==> config.mk <==
export PLATFORM = sky130hd
export DESIGN_NAME = srdl_top
export DESIGN_NICKNAME = d
export VERILOG_FILES = /design/src/logic/srdl_pkg.sv /design/src/logic/srdl_ob_if.sv /design/src/logic/srdl_sink_stage.sv /design/src/logic/srdl_top.sv
export SDC_FILE = /design/constraint.sdc
export NUM_CORES = 1
export LEC_CHECK = 0
export BUFFER_PORTS_ARGS = -buffer_cell sky130_fd_sc_hd__buf_4
export CAP_MARGIN = 10
export CORE_MARGIN = 1
export CORE_UTILIZATION = 50
export DETAILED_ROUTE_END_ITERATION = 16
export PLACE_DENSITY = 0.76
export SETUP_SLACK_MARGIN = 0.02
export SYNTH_ARGS = -nofsm -noshare
export SYNTH_HDL_FRONTEND = slang
export SYNTH_SLANG_ARGS = --single-unit
==> constraint.sdc <==
create_clock -name sys_clk_in -period 2.5 [get_ports sys_clk_in]
set_input_delay 0.25 -clock sys_clk_in [delete_from_list [all_inputs] [get_ports sys_clk_in]]
set_output_delay 0.25 -clock sys_clk_in [all_outputs]
set_load 0.005 [all_outputs]
==> src/logic/srdl_pkg.sv <==
// Purpose: Shared constants for the serial driver latch block.
// Assumes: One system clock; all pin inputs synchronous to it.
// Notes:   Widths and reset values used by the top module of the block.
`default_nettype none
package srdl_pkg;

    localparam int unsigned SRDL_STAGES     = 8;
    localparam logic        SRDL_EDGE_RST   = 1'b0;
    localparam logic        SRDL_CHAIN_RST  = 1'b0;
    localparam logic [7:0]  SRDL_BANK_RST   = 8'h00;
    localparam logic        SRDL_PIN_LEVEL  = 1'b0;

endpackage : srdl_pkg
`default_nettype wire

==> src/logic/srdl_ob_if.sv <==
// Purpose: Carries the storage latch and output controls to the sink stage.
// Assumes: Driven from the core of the serial driver latch.
// Notes:   The stage modport returns the pin drive signals.
`timescale 1ns/1ps
`default_nettype none
interface srdl_ob_if #(parameter int unsigned WIDTH = 8);
    logic [WIDTH-1:0] latch_bits;
    logic             clear_n;
    logic             enable_n;
    logic [WIDTH-1:0] buffer_bits;
    logic [WIDTH-1:0] drain_on;

    modport core  (output latch_bits, output clear_n, output enable_n,
                   input buffer_bits, input drain_on);
    modport stage (input latch_bits, input clear_n, input enable_n,
                   output buffer_bits, output drain_on);
endinterface : srdl_ob_if
`default_nettype wire

==> src/logic/srdl_sink_stage.sv <==
// Purpose: Output buffer and open-drain sink enables.
// Assumes: Latch bits come from flip-flops in the core.
// Notes:   Purely combinational so the enable acts without a clock edge.
`timescale 1ns/1ps
`default_nettype none
module srdl_sink_stage (
    srdl_ob_if.stage ob
);
    import srdl_pkg::*;

    wire pass_ok = ob.clear_n & ~ob.enable_n;

    // The buffer shows the latch only while not cleared and enabled.
    assign ob.buffer_bits = pass_ok ? ob.latch_bits : '0;
    // A one in the buffer switches the sink on; a zero leaves it off.
    assign ob.drain_on    = ob.buffer_bits;

endmodule : srdl_sink_stage
`default_nettype wire

==> src/logic/srdl_top.sv <==
// Purpose: Serial-in parallel-out shift register, storage latch and
//          eight open-drain sink outputs with a cascade output.
// Assumes: Pin clocks are sampled by sys_clk_in at 40 MHz, so each pin
//          level must hold for at least two system clock cycles.
// Notes:   Edges of the pin clocks are found by comparing with the last
//          sampled level; the clear pin is a level, not an edge.
//
// Notes on behaviour
// - Eight stages shift onward on shift clock rise.
// - Latch copies all stages on latch clock rise.
// - Clear low zeroes stages, latch and chain.
// - Clear high passes latch to output buffer.
// - Enable high forces all buffer bits low.
// - Enable low: buffer follows latch without clock.
// - Buffer one turns sink on, zero off.
// - Chain output changes on shift clock fall.
`timescale 1ns/1ps
`default_nettype none
module srdl_top #(
    parameter int unsigned STAGES = srdl_pkg::SRDL_STAGES
) (
    input  wire logic              sys_clk_in,
    input  wire logic              arst_n_in,
    input  wire logic              shift_data_in,
    input  wire logic              shift_clock_in,
    input  wire logic              latch_clock_in,
    input  wire logic              bank_clear_n_in,
    input  wire logic              output_enable_n_in,
    output logic                   chain_data_out,
    output logic [STAGES-1:0]      sink_level_out,
    output logic [STAGES-1:0]      sink_oe_out
);
    import srdl_pkg::*;

    logic              shift_clk_q_ff;
    logic              latch_clk_q_ff;
    logic [STAGES-1:0] stage_ff;
    logic [STAGES-1:0] nxt_stage;
    logic [STAGES-1:0] latch_ff;
    logic [STAGES-1:0] nxt_latch;
    logic              chain_ff;
    logic              nxt_chain;
    logic [STAGES-1:0] shift_src;

    // Edge detection on the sampled pin clocks. The detectors reset low,
    // the idle level of both pin clocks, so no false edge follows reset.
    wire shift_rise = shift_clock_in & ~shift_clk_q_ff;
    wire shift_fall = ~shift_clock_in & shift_clk_q_ff;
    wire latch_rise = latch_clock_in & ~latch_clk_q_ff;
    wire clear_on   = ~bank_clear_n_in;

    // Stage zero takes the serial pin; each later stage its neighbour.
    assign shift_src = {stage_ff[STAGES-2:0], shift_data_in};

    genvar gi;
    generate
        for (gi = 0; gi < STAGES; gi++) begin : g_stage
            assign nxt_stage[gi] = clear_on   ? 1'b0          :
                                   shift_rise ? shift_src[gi] :
                                                stage_ff[gi];
        end
    endgenerate

    // The latch sees the stages as they stood before this cycle, so a
    // shift and a latch edge in one cycle latch the older pattern, as
    // when both pin clocks rise together.
    assign nxt_latch = clear_on   ? '0       :
                       latch_rise ? stage_ff :
                                    latch_ff;

    // Updating on the fall gives a following device half a shift period
    // of hold margin on its own rising edge.
    assign nxt_chain = clear_on   ? 1'b0             :
                       shift_fall ? stage_ff[STAGES-1] :
                                    chain_ff;

    always_ff @(posedge sys_clk_in or negedge arst_n_in) begin
        if (!arst_n_in) begin
            shift_clk_q_ff <= SRDL_EDGE_RST;
            latch_clk_q_ff <= SRDL_EDGE_RST;
        end else begin
            shift_clk_q_ff <= shift_clock_in;
            latch_clk_q_ff <= latch_clock_in;
        end
    end

    always_ff @(posedge sys_clk_in or negedge arst_n_in) begin
        if (!arst_n_in) begin
            stage_ff <= STAGES'(SRDL_BANK_RST);
            latch_ff <= STAGES'(SRDL_BANK_RST);
            chain_ff <= SRDL_CHAIN_RST;
        end else begin
            stage_ff <= nxt_stage;
            latch_ff <= nxt_latch;
            chain_ff <= nxt_chain;
        end
    end

    srdl_ob_if #(.WIDTH(STAGES)) ob_if ();

    assign ob_if.latch_bits = latch_ff;
    assign ob_if.clear_n    = bank_clear_n_in;
    assign ob_if.enable_n   = output_enable_n_in;

    srdl_sink_stage u_sink (
        .ob (ob_if.stage)
    );

    // Open-drain pins only ever pull low; the enable carries the data.
    assign sink_level_out = {STAGES{SRDL_PIN_LEVEL}};
    assign sink_oe_out    = ob_if.drain_on;
    assign chain_data_out = chain_ff;
endmodule : srdl_top
`default_nettype wire

==> impl_metrics.csv, run 1 <==
group,metric,value,unit
worst_setup_path,cp.required,2.72,ns
timing,maxSlewViolCount,0,
routing,drc,0,
grt,grt_max_degree,20,
routing,via_per_inst,4.58,
worst_setup_path,cp-end-kind,"flip-flop",
status,status,"finished clean",
yosys,yosysWarnings,0,
yosys,synth_seq_cells,19,
timing,finalSetupViolCount,0,
place,place_congestion,0.674,
floorplan,num_io_pins,24,
clock_tree,htree_levels,1,
yosys,netlist_area,912,um2
worst_setup_path,crit_fanout,8,
routing,drt_first_pass_iters,4,
clock_tree,cts_root_buf,"clkbuf_4",
yosys,yosysSeqAreaShare,0.521,
timing,rsz0062_at_grt,"no",
timing,worst_pin_slew,0.905,ns
routing,vias,545,
floorplan,die_y,44.7,um
hold_path,hold_class,"primary input to flip-flop",
yosys,synth_cell_type_count,10,
layout,final_common_cell,"dfrtp_1",
floorplan,rows,15,
layout,syn_to_final_growth,11.1,%
timing,setup_tns,0,ns
routing,wl_per_cell,11.2,um
timing,period_share,0.569,
layout,nNetsFinal,102,
place,dp_cells,114,
layout,drive_above_1_share,0.213,
clock_tree,clock_sinks,19,
layout,diodes,0,
layout,final_cell_mix,"19 x dfrtp_1, 18 x nand2_1, 17 x mux2i_1",
floorplan,die-area,2000,um2
pwr,ir_drop,0.424,mV
timing,fmax,703,MHz
timing,slew_headroom,0.395,
clock_tree,cts_tree,"yes",
clock_tree,clock_latency,0.29,ns
timing,finalHoldViolCount,0,
worst_setup_path,worstSetupPathType,"flip-flop to flip-flop",
clock_tree,clock_path_buffers,2,
pwr,total_power,0.504,mW
worst_setup_path,crit_arrival,1.64,ns
routing,routed_wl,1340,um
worst_setup_path,critPathLaunchType,"flip-flop",
grt,track_usage,0.159,
grt,grt_pass1_wl,2260,um
timing,clock_skew,0.00171,ns
place,hpwlAfterDp,922,um
grt,grt_pass1_vias,513,
yosys,avgSynthCellArea,11.5,um2
timing,post-route-min-period,1.42,ns
routing,drt_iter0_markers,2,
floorplan,initial_utilization,0.528,
place,io_buffers,15,
clock_tree,cts_made_buffers,3,
layout,layout.cells.non_filler,119,
floorplan,die_x,44.7,um
yosys,syn_inst,79,
grt,antenna_found_initial,0,
grt,grt-ovfl-total,0,
job,drv_cap,0,
clock_tree,clk_pin_slew,0.10,ns
pwr,pwr_density_cell,498,nW/um2
floorplan,coreArea,1730,um2
pwr,leakage,0.508,nW
routing,ant_nets,0,
==> sequential cells by signal, indices dropped and copies added (netlist names) <==
name            count
latch_clk_q_ff      1
stage_ff            8
latch_ff            8
chain_data_out      1
shift_clk_q_ff      1
==> critical path, cell delays in order (launching register included) <==
cell     delay (ns)
dfrtp_1        0.38
nor2b_1        0.70
mux2i_1        0.27
==> synth_stat cells <==
| cell type | number | area share |
|---|---|---|
| and2_1 | 8 | 0.055 |
| buf_4 | 8 | 0.066 |
| buf_6 | 4 | 0.049 |
| conb_1 | 1 | 0.0041 |
| dfrtp_1 | 19 | 0.52 |
| mux2i_1 | 17 | 0.19 |
| nand2_1 | 18 | 0.074 |
| nand2b_1 | 1 | 0.0069 |
| nor2b_1 | 1 | 0.0069 |
| nor2b_4 | 2 | 0.030 |
==> area by class of cell <==
class / instances / area, um2
repair buffers: 16 / 123
flip-flops and latches: 19 / 475
multi-input cells: 55 / 358
well taps: 25 / 31.3
fillers: 155 / 713
clock buffers: 4 / 26.3
==> power by group <==
group          total (mW)  internal, mW  switching (mW)
registers           0.312         0.310         0.00149
logic              0.0410        0.0171          0.0239
clock network       0.152        0.0620          0.0896
total               0.504         0.389           0.115
==> routing by layer <==
layer	GRT usage	share of wire	vias to the layer above	routed length, um
met3	0.0240	0.046	2	62
li1	-	-	272	-
met4	0.0545	0.0030	0	4
met2	0.268	0.47	18	634
met5	0	0	-	0
met1	0.212	0.47	253	635
==> metrics by stage <==
step	util	area (um2)	worst slack (ns)	hold slack (ns)
floorplan	-	938	1.59	-0.0456
global placement	0.566	977	1.17	0.132
detailed placement	0.566	977	1.09	0.137
CTS	0.587	1010	1.07	0.0606
global route	0.587	1010	0.958	0.0559
finish	0.587	1010	1.08	0.0672
==> path summary, 6_finish.rpt <==
path,slack (ns),endpoint,cells after the start,from
max,1.08,latch_ff[5],2,latch_clk_q_ff
min,0.07,latch_clk_q_ff,1,latch_clock_in
min in group asynchronous,0.38,latch_ff[1],2,arst_n_in
min reg2reg,0.53,latch_ff[4],2,latch_ff[4]
max in group asynchronous,1.93,latch_ff[7],2,arst_n_in
max reg2reg,1.08,latch_ff[5],2,latch_clk_q_ff
==> what timing repair did <==
action,CTS,global route
setup endpoints to repair,0,0
hold buffers,1,0
hold endpoints to repair,19,0
setup buffers,0,0
gates resized for setup,0,0
==> logic make-up (layout without fill, tap and decap cells) <==
group | count (synthesis) | after routing | synth area share
buffers and inverters | 12 | 20 | 0.115
flip-flops | 19 | 19 | 0.521
multiplexers | 17 | 17 | 0.187
other | 1 | 8 | 0.00411
AND/OR/NAND/NOR | 30 | 30 | 0.173
(Power assumes the default switching activity.)
==> run 2: changes to the inputs <==
==> constraint.sdc (replaced) <==
create_clock -name sys_clk_in -period 1.4 [get_ports sys_clk_in]
set_input_delay 0.14 -clock sys_clk_in [delete_from_list [all_inputs] [get_ports sys_clk_in]]
set_output_delay 0.14 -clock sys_clk_in [all_outputs]
set_load 0.005 [all_outputs]
==> impl_metrics.csv, run 2 (synthesized netlist as in run 1, its figures left out) <==
group,metric,value,unit
status,status,"finished clean",
worst_setup_path,cp-end-kind,"flip-flop",
routing,drc,0,
layout,diodes,0,
worst_setup_path,r2r_cells,2,
job,drv_cap,0,
worst_setup_path,rr_startpoint,"shift_clk_q_ff",
grt,grt-ovfl-total,0,
pwr,clkPwrFrac,0.302,
floorplan,die-area,2000,um2
routing,drt_first_pass_iters,4,
timing,post-route-min-period,1.11,ns
pwr,pwr_density_cell,875,nW/um2
layout,regArea,475,um2
worst_setup_path,crit_fanout,8,
clock_tree,clock_path_buffers,2,
timing,maxSlewViolCount,0,
clock_tree,htree_levels,1,
worst_setup_path,cp_num_cells,4,
pwr,leakage,0.525,nW
clock_tree,clk_pin_slew,0.11,ns
worst_setup_path,rr_endpoint,"stage_ff[4]",
grt,grt_pass1_wl,2120,um
worst_setup_path,critical-path-top-delay-family,"buffers and inverters",
layout,layout.cells.non_filler,122,
clock_tree,cts_resized,0,
routing,wl_per_cell,11.1,um
floorplan,die_y,44.7,um
worst_setup_path,critPathLaunchType,"primary input",
floorplan,die_x,44.7,um
floorplan,num_io_pins,24,
clock_tree,cts_tree,"yes",
grt,antenna_found_initial,0,
clock_tree,clock_sinks,19,
grt,grt_max_degree,20,
place,post-place-ws,0.370,ns
place,place_area,985,um2
floorplan,rows,15,
worst_setup_path,worstSetupPathType,"primary input to flip-flop",
worst_setup_path,cp-startpoint,"shift_clock_in",
pwr,ir_drop,0.483,mV
worst_setup_path,r2r_slack,0.35,ns
routing,drt_iter0_markers,5,
floorplan,coreArea,1730,um2
grt,grt_pass1_vias,472,
pwr,total_power,0.912,mW
routing,vias,547,
place,dp_cells,115,
layout,design_area,1040,um2
hold_path,hold_class,"primary input to flip-flop",
worst_setup_path,crit_buf_inv,2,
routing,ant_nets,0,
timing,setup_tns,0,ns
place,io_buffers,15,
floorplan,initial_utilization,0.528,
routing,via_per_inst,4.48,
clock_tree,clock_latency,0.30,ns
layout,syn_to_final_growth,14.3,%
worst_setup_path,cpMaxStageDelayCell,"dlygate4sd3_1",
clock_tree,cts_root_buf,"clkbuf_4",
pwr,power.share.combinational,0.087,
worst_setup_path,crit_arrival,1.33,ns
worst_setup_path,max_stage_delay,0.52,ns
timing,rsz0062_at_grt,"no",
timing,holdWs,0.0980,ns
clock_tree,cts_made_buffers,3,
layout,multi_input_area,358,um2
layout,nFillCells,159,
timing,period_share,0.792,
layout,final_cell_mix,"19 x dfrtp_1, 18 x nand2_1, 17 x mux2i_1",
worst_setup_path,path_cells,"dlygate4sd3_1, buf_4, nor2b_4, mux2i_1",
layout,final_common_cell,"dfrtp_1",
pwr,pwr-share-seq,0.611,
layout,nNetsFinal,105,
worst_setup_path,cp-endpoint,"stage_ff[4]",
layout,drive_above_1_share,0.227,
layout,post-route-util,0.604,
pwr,switching_share,0.237,
layout,reg_top3,"latch_ff: 8 flops, stage_ff: 8 flops",
pwr,switching_power,0.216,mW
grt,track_usage,0.160,
timing,finalSetupViolCount,0,
timing,finalHoldViolCount,0,
place,hpwlAfterDp,925,um
timing,clock_skew,0.00584,ns
routing,routed_wl,1350,um
timing,fmax,902,MHz
pwr,intPower,0.696,mW
timing,fin_ws,0.292,ns
place,place_congestion,0.710,
worst_setup_path,cp.required,1.62,ns
run 2: layer usage:
metal / vias to the layer above / wire, um / global-route usage
li1: 272 / - / -
met1: 253 / 626 / 0.193
met2: 18 / 605 / 0.229
met3: 4 / 78 / 0.0600
met4: 0 / 38 / 0.127
met5: - / 0 / 0
run 2: worst min-delay path by stage:
stage / startpoint / endpoint / slack (ns) / cells past startpoint
6_report: shift_data_in / stage_ff[0] / 0.1 / 3
5_1_grt: shift_data_in / stage_ff[0] / 0.1 / 3
4_1_cts: shift_data_in / stage_ff[0] / 0.09 / 3
3_5_place_dp: arst_n_in / latch_ff[1] / 0.03 / 1
3_3_place_gp: arst_n_in / stage_ff[1] / 0.02 / 1
2_1_floorplan: arst_n_in / chain_data_out / -0.16 / 0
run 2: power groups by stage:
stage	Clock, mW	Sequential, mW	Combinational, mW
2_1_floorplan	0	0.567	0.0683
3_3_place_gp	0	0.567	0.0723
3_5_place_dp	0	0.568	0.0739
4_1_cts	0.290	0.557	0.0802
5_1_grt	0.326	0.558	0.0889
6_report	0.276	0.557	0.0794
run 2: repair_timing:
item / in CTS / in global routing
buffers inserted: 0 / 0
hold buffers: 3 / 0
hold endpoints to repair: 21 / 0
run 2: area by class of cell:
type                    count  area share
repair buffers             19       0.144
multi-input cells          55       0.343
well taps                  25      0.0300
clock buffers               3      0.0216
flip-flops and latches     19       0.456
clock inverters             1     0.00480
run 2: worst register-to-register path, delay by kind of cell, from the launching register on:
family | cells | cell delay [ns]
simple gates | 1 | 0.30
flops | 1 | 0.42
mux | 1 | 0.25
==> run 3: changes to the inputs <==
==> constraint.sdc (replaced) <==
create_clock -name sys_clk_in -period 1.1 [get_ports sys_clk_in]
set_input_delay 0.11 -clock sys_clk_in [delete_from_list [all_inputs] [get_ports sys_clk_in]]
set_output_delay 0.11 -clock sys_clk_in [all_outputs]
set_load 0.005 [all_outputs]
==> impl_metrics.csv, run 3 (synthesized netlist as in run 1, its figures left out) <==
group,metric,value,unit
status,status,"finished clean",
floorplan,rows,15,
worst_setup_path,critPathLaunchType,"flip-flop",
timing,maxSlewViolCount,0,
layout,post-route-util,0.625,
grt,antenna_found_initial,0,
timing,finalHoldViolCount,0,
clock_tree,cts_tree,"yes",
pwr,pwr-share-seq,0.609,
floorplan,die_y,44.7,um
place,place_congestion,0.735,
pwr,power.share.combinational,0.094,
layout,nFillCells,149,
pwr,switching_power,0.265,mW
place,io_buffers,15,
worst_setup_path,crit_buf_inv,1,
routing,drc,0,
layout,final_cell_mix,"21 x buf_4, 19 x dfrtp_1, 18 x nand2_1",
place,post-place-ws,0.113,ns
timing,post-route-min-period,1.06,ns
timing,rsz0062_at_grt,"yes",
routing,via_per_inst,4.47,
pwr,clkPwrFrac,0.297,
layout,diodes,0,
timing,clock_skew,0.000854,ns
timing,holdWs,0.0720,ns
clock_tree,clock_sinks,19,
floorplan,initial_utilization,0.528,
pwr,intPower,0.898,mW
grt,grt_max_degree,20,
grt,grt_pass1_wl,2050,um
clock_tree,htree_levels,1,
routing,drt_iter0_markers,11,
timing,fin_ws,0.0384,ns
grt,grt_pass1_vias,510,
routing,vias,568,
clock_tree,clock_path_buffers,2,
routing,ant_nets,0,
routing,drt_first_pass_iters,4,
pwr,switching_share,0.228,
layout,reg_top3,"latch_ff: 8 flops, stage_ff: 8 flops",
layout,layout.cells.non_filler,127,
clock_tree,cts_made_buffers,3,
worst_setup_path,cp.required,0.99,ns
worst_setup_path,worstSetupPathType,"flip-flop to output pin",
layout,final_common_cell,"buf_4",
clock_tree,cts_root_buf,"clkbuf_4",
routing,routed_wl,1360,um
job,drv_cap,0,
timing,finalSetupViolCount,0,
grt,track_usage,0.146,
floorplan,num_io_pins,24,
pwr,ir_drop,0.813,mV
hold_path,hold_class,"primary input to flip-flop",
pwr,leakage,0.548,nW
worst_setup_path,cp-end-kind,"output pin",
clock_tree,clk_pin_slew,0.10,ns
timing,fmax,942,MHz
worst_setup_path,cpMaxStageDelayCell,"dfrtp_1",
floorplan,die-area,2000,um2
worst_setup_path,max_stage_delay,0.39,ns
floorplan,coreArea,1730,um2
worst_setup_path,path_cells,"and2_1, buf_4",
place,dp_cells,116,
pwr,pwr_density_cell,1080,nW/um2
worst_setup_path,crit_arrival,0.95,ns
layout,nNetsFinal,110,
worst_setup_path,critical-path-top-delay-family,"flip-flops",
worst_setup_path,crit_fanout,2,
routing,wl_per_cell,10.7,um
clock_tree,clock_latency,0.29,ns
timing,period_share,0.965,
layout,drive_above_1_share,0.255,
floorplan,die_x,44.7,um
layout,syn_to_final_growth,18.2,%
grt,grt-ovfl-total,0,
[run 3: through the flow]
stage	cell area, um2	setup TNS, ns	total power, mW
after floorplan	938	0	0.809
after global placement	992	0	0.817
after detailed placement	992	0	0.819
after CTS	1060	0	1.17
after global routing	1080	-0.00703	1.20
final	1080	0	1.16
[run 3: path summary, 6_finish.rpt]
path	cells after the start	slack (ns)	from	end
max	2	0.04	latch_ff[1]	sink_oe_out[1]
min	3	0.07	shift_data_in	stage_ff[0]
max reg2reg	3	0.12	latch_clk_q_ff	latch_ff[6]
min reg2reg	2	0.53	latch_ff[4]	latch_ff[4]
max in group asynchronous	2	0.69	arst_n_in	stage_ff[4]
min in group asynchronous	2	0.22	arst_n_in	latch_ff[1]
[run 3: cell type report]
type	count	area, um2	area share
Sequential cell	19	475	0.441
Multi-Input combinational cell	55	358	0.332
Timing Repair Buffer	24	188	0.174
Tap cell	25	31.3	0.0290
Clock buffer	4	26.3	0.0244
[run 3: what timing repair did]
| action | CTS | global route |
|---|---|---|
| cloned | 0 | 0 |
| gates resized for setup | 0 | 0 |
| pin swaps | 0 | 0 |
| setup buffers | 1 | 3 |
| hold buffers | 3 | 0 |
| endpoints found under the setup margin | 1 | 10 |
| endpoints found under the hold margin | 21 | 0 |
[run 3: layer usage]
metal	vias up	track usage	share of wire
li1	285	-	-
met1	259	0.176	0.48
met2	20	0.253	0.45
met3	4	0.0240	0.045
met4	0	0.0727	0.017
met5	-	0	0
[run 3: worst min-delay path: stages]
cell,delay (ns)
buf_4,0.10
nand2_1,0.06
mux2i_1,0.06
[run 3: power by group through the flow]
stage / clock, mW / combinational [mW] / sequential, mW
detailed placement: 0 / 0.0967 / 0.722
finish: 0.345 / 0.109 / 0.709
CTS: 0.354 / 0.105 / 0.709
global placement: 0 / 0.0948 / 0.722
global route: 0.369 / 0.121 / 0.709
floorplan: 0 / 0.0869 / 0.722
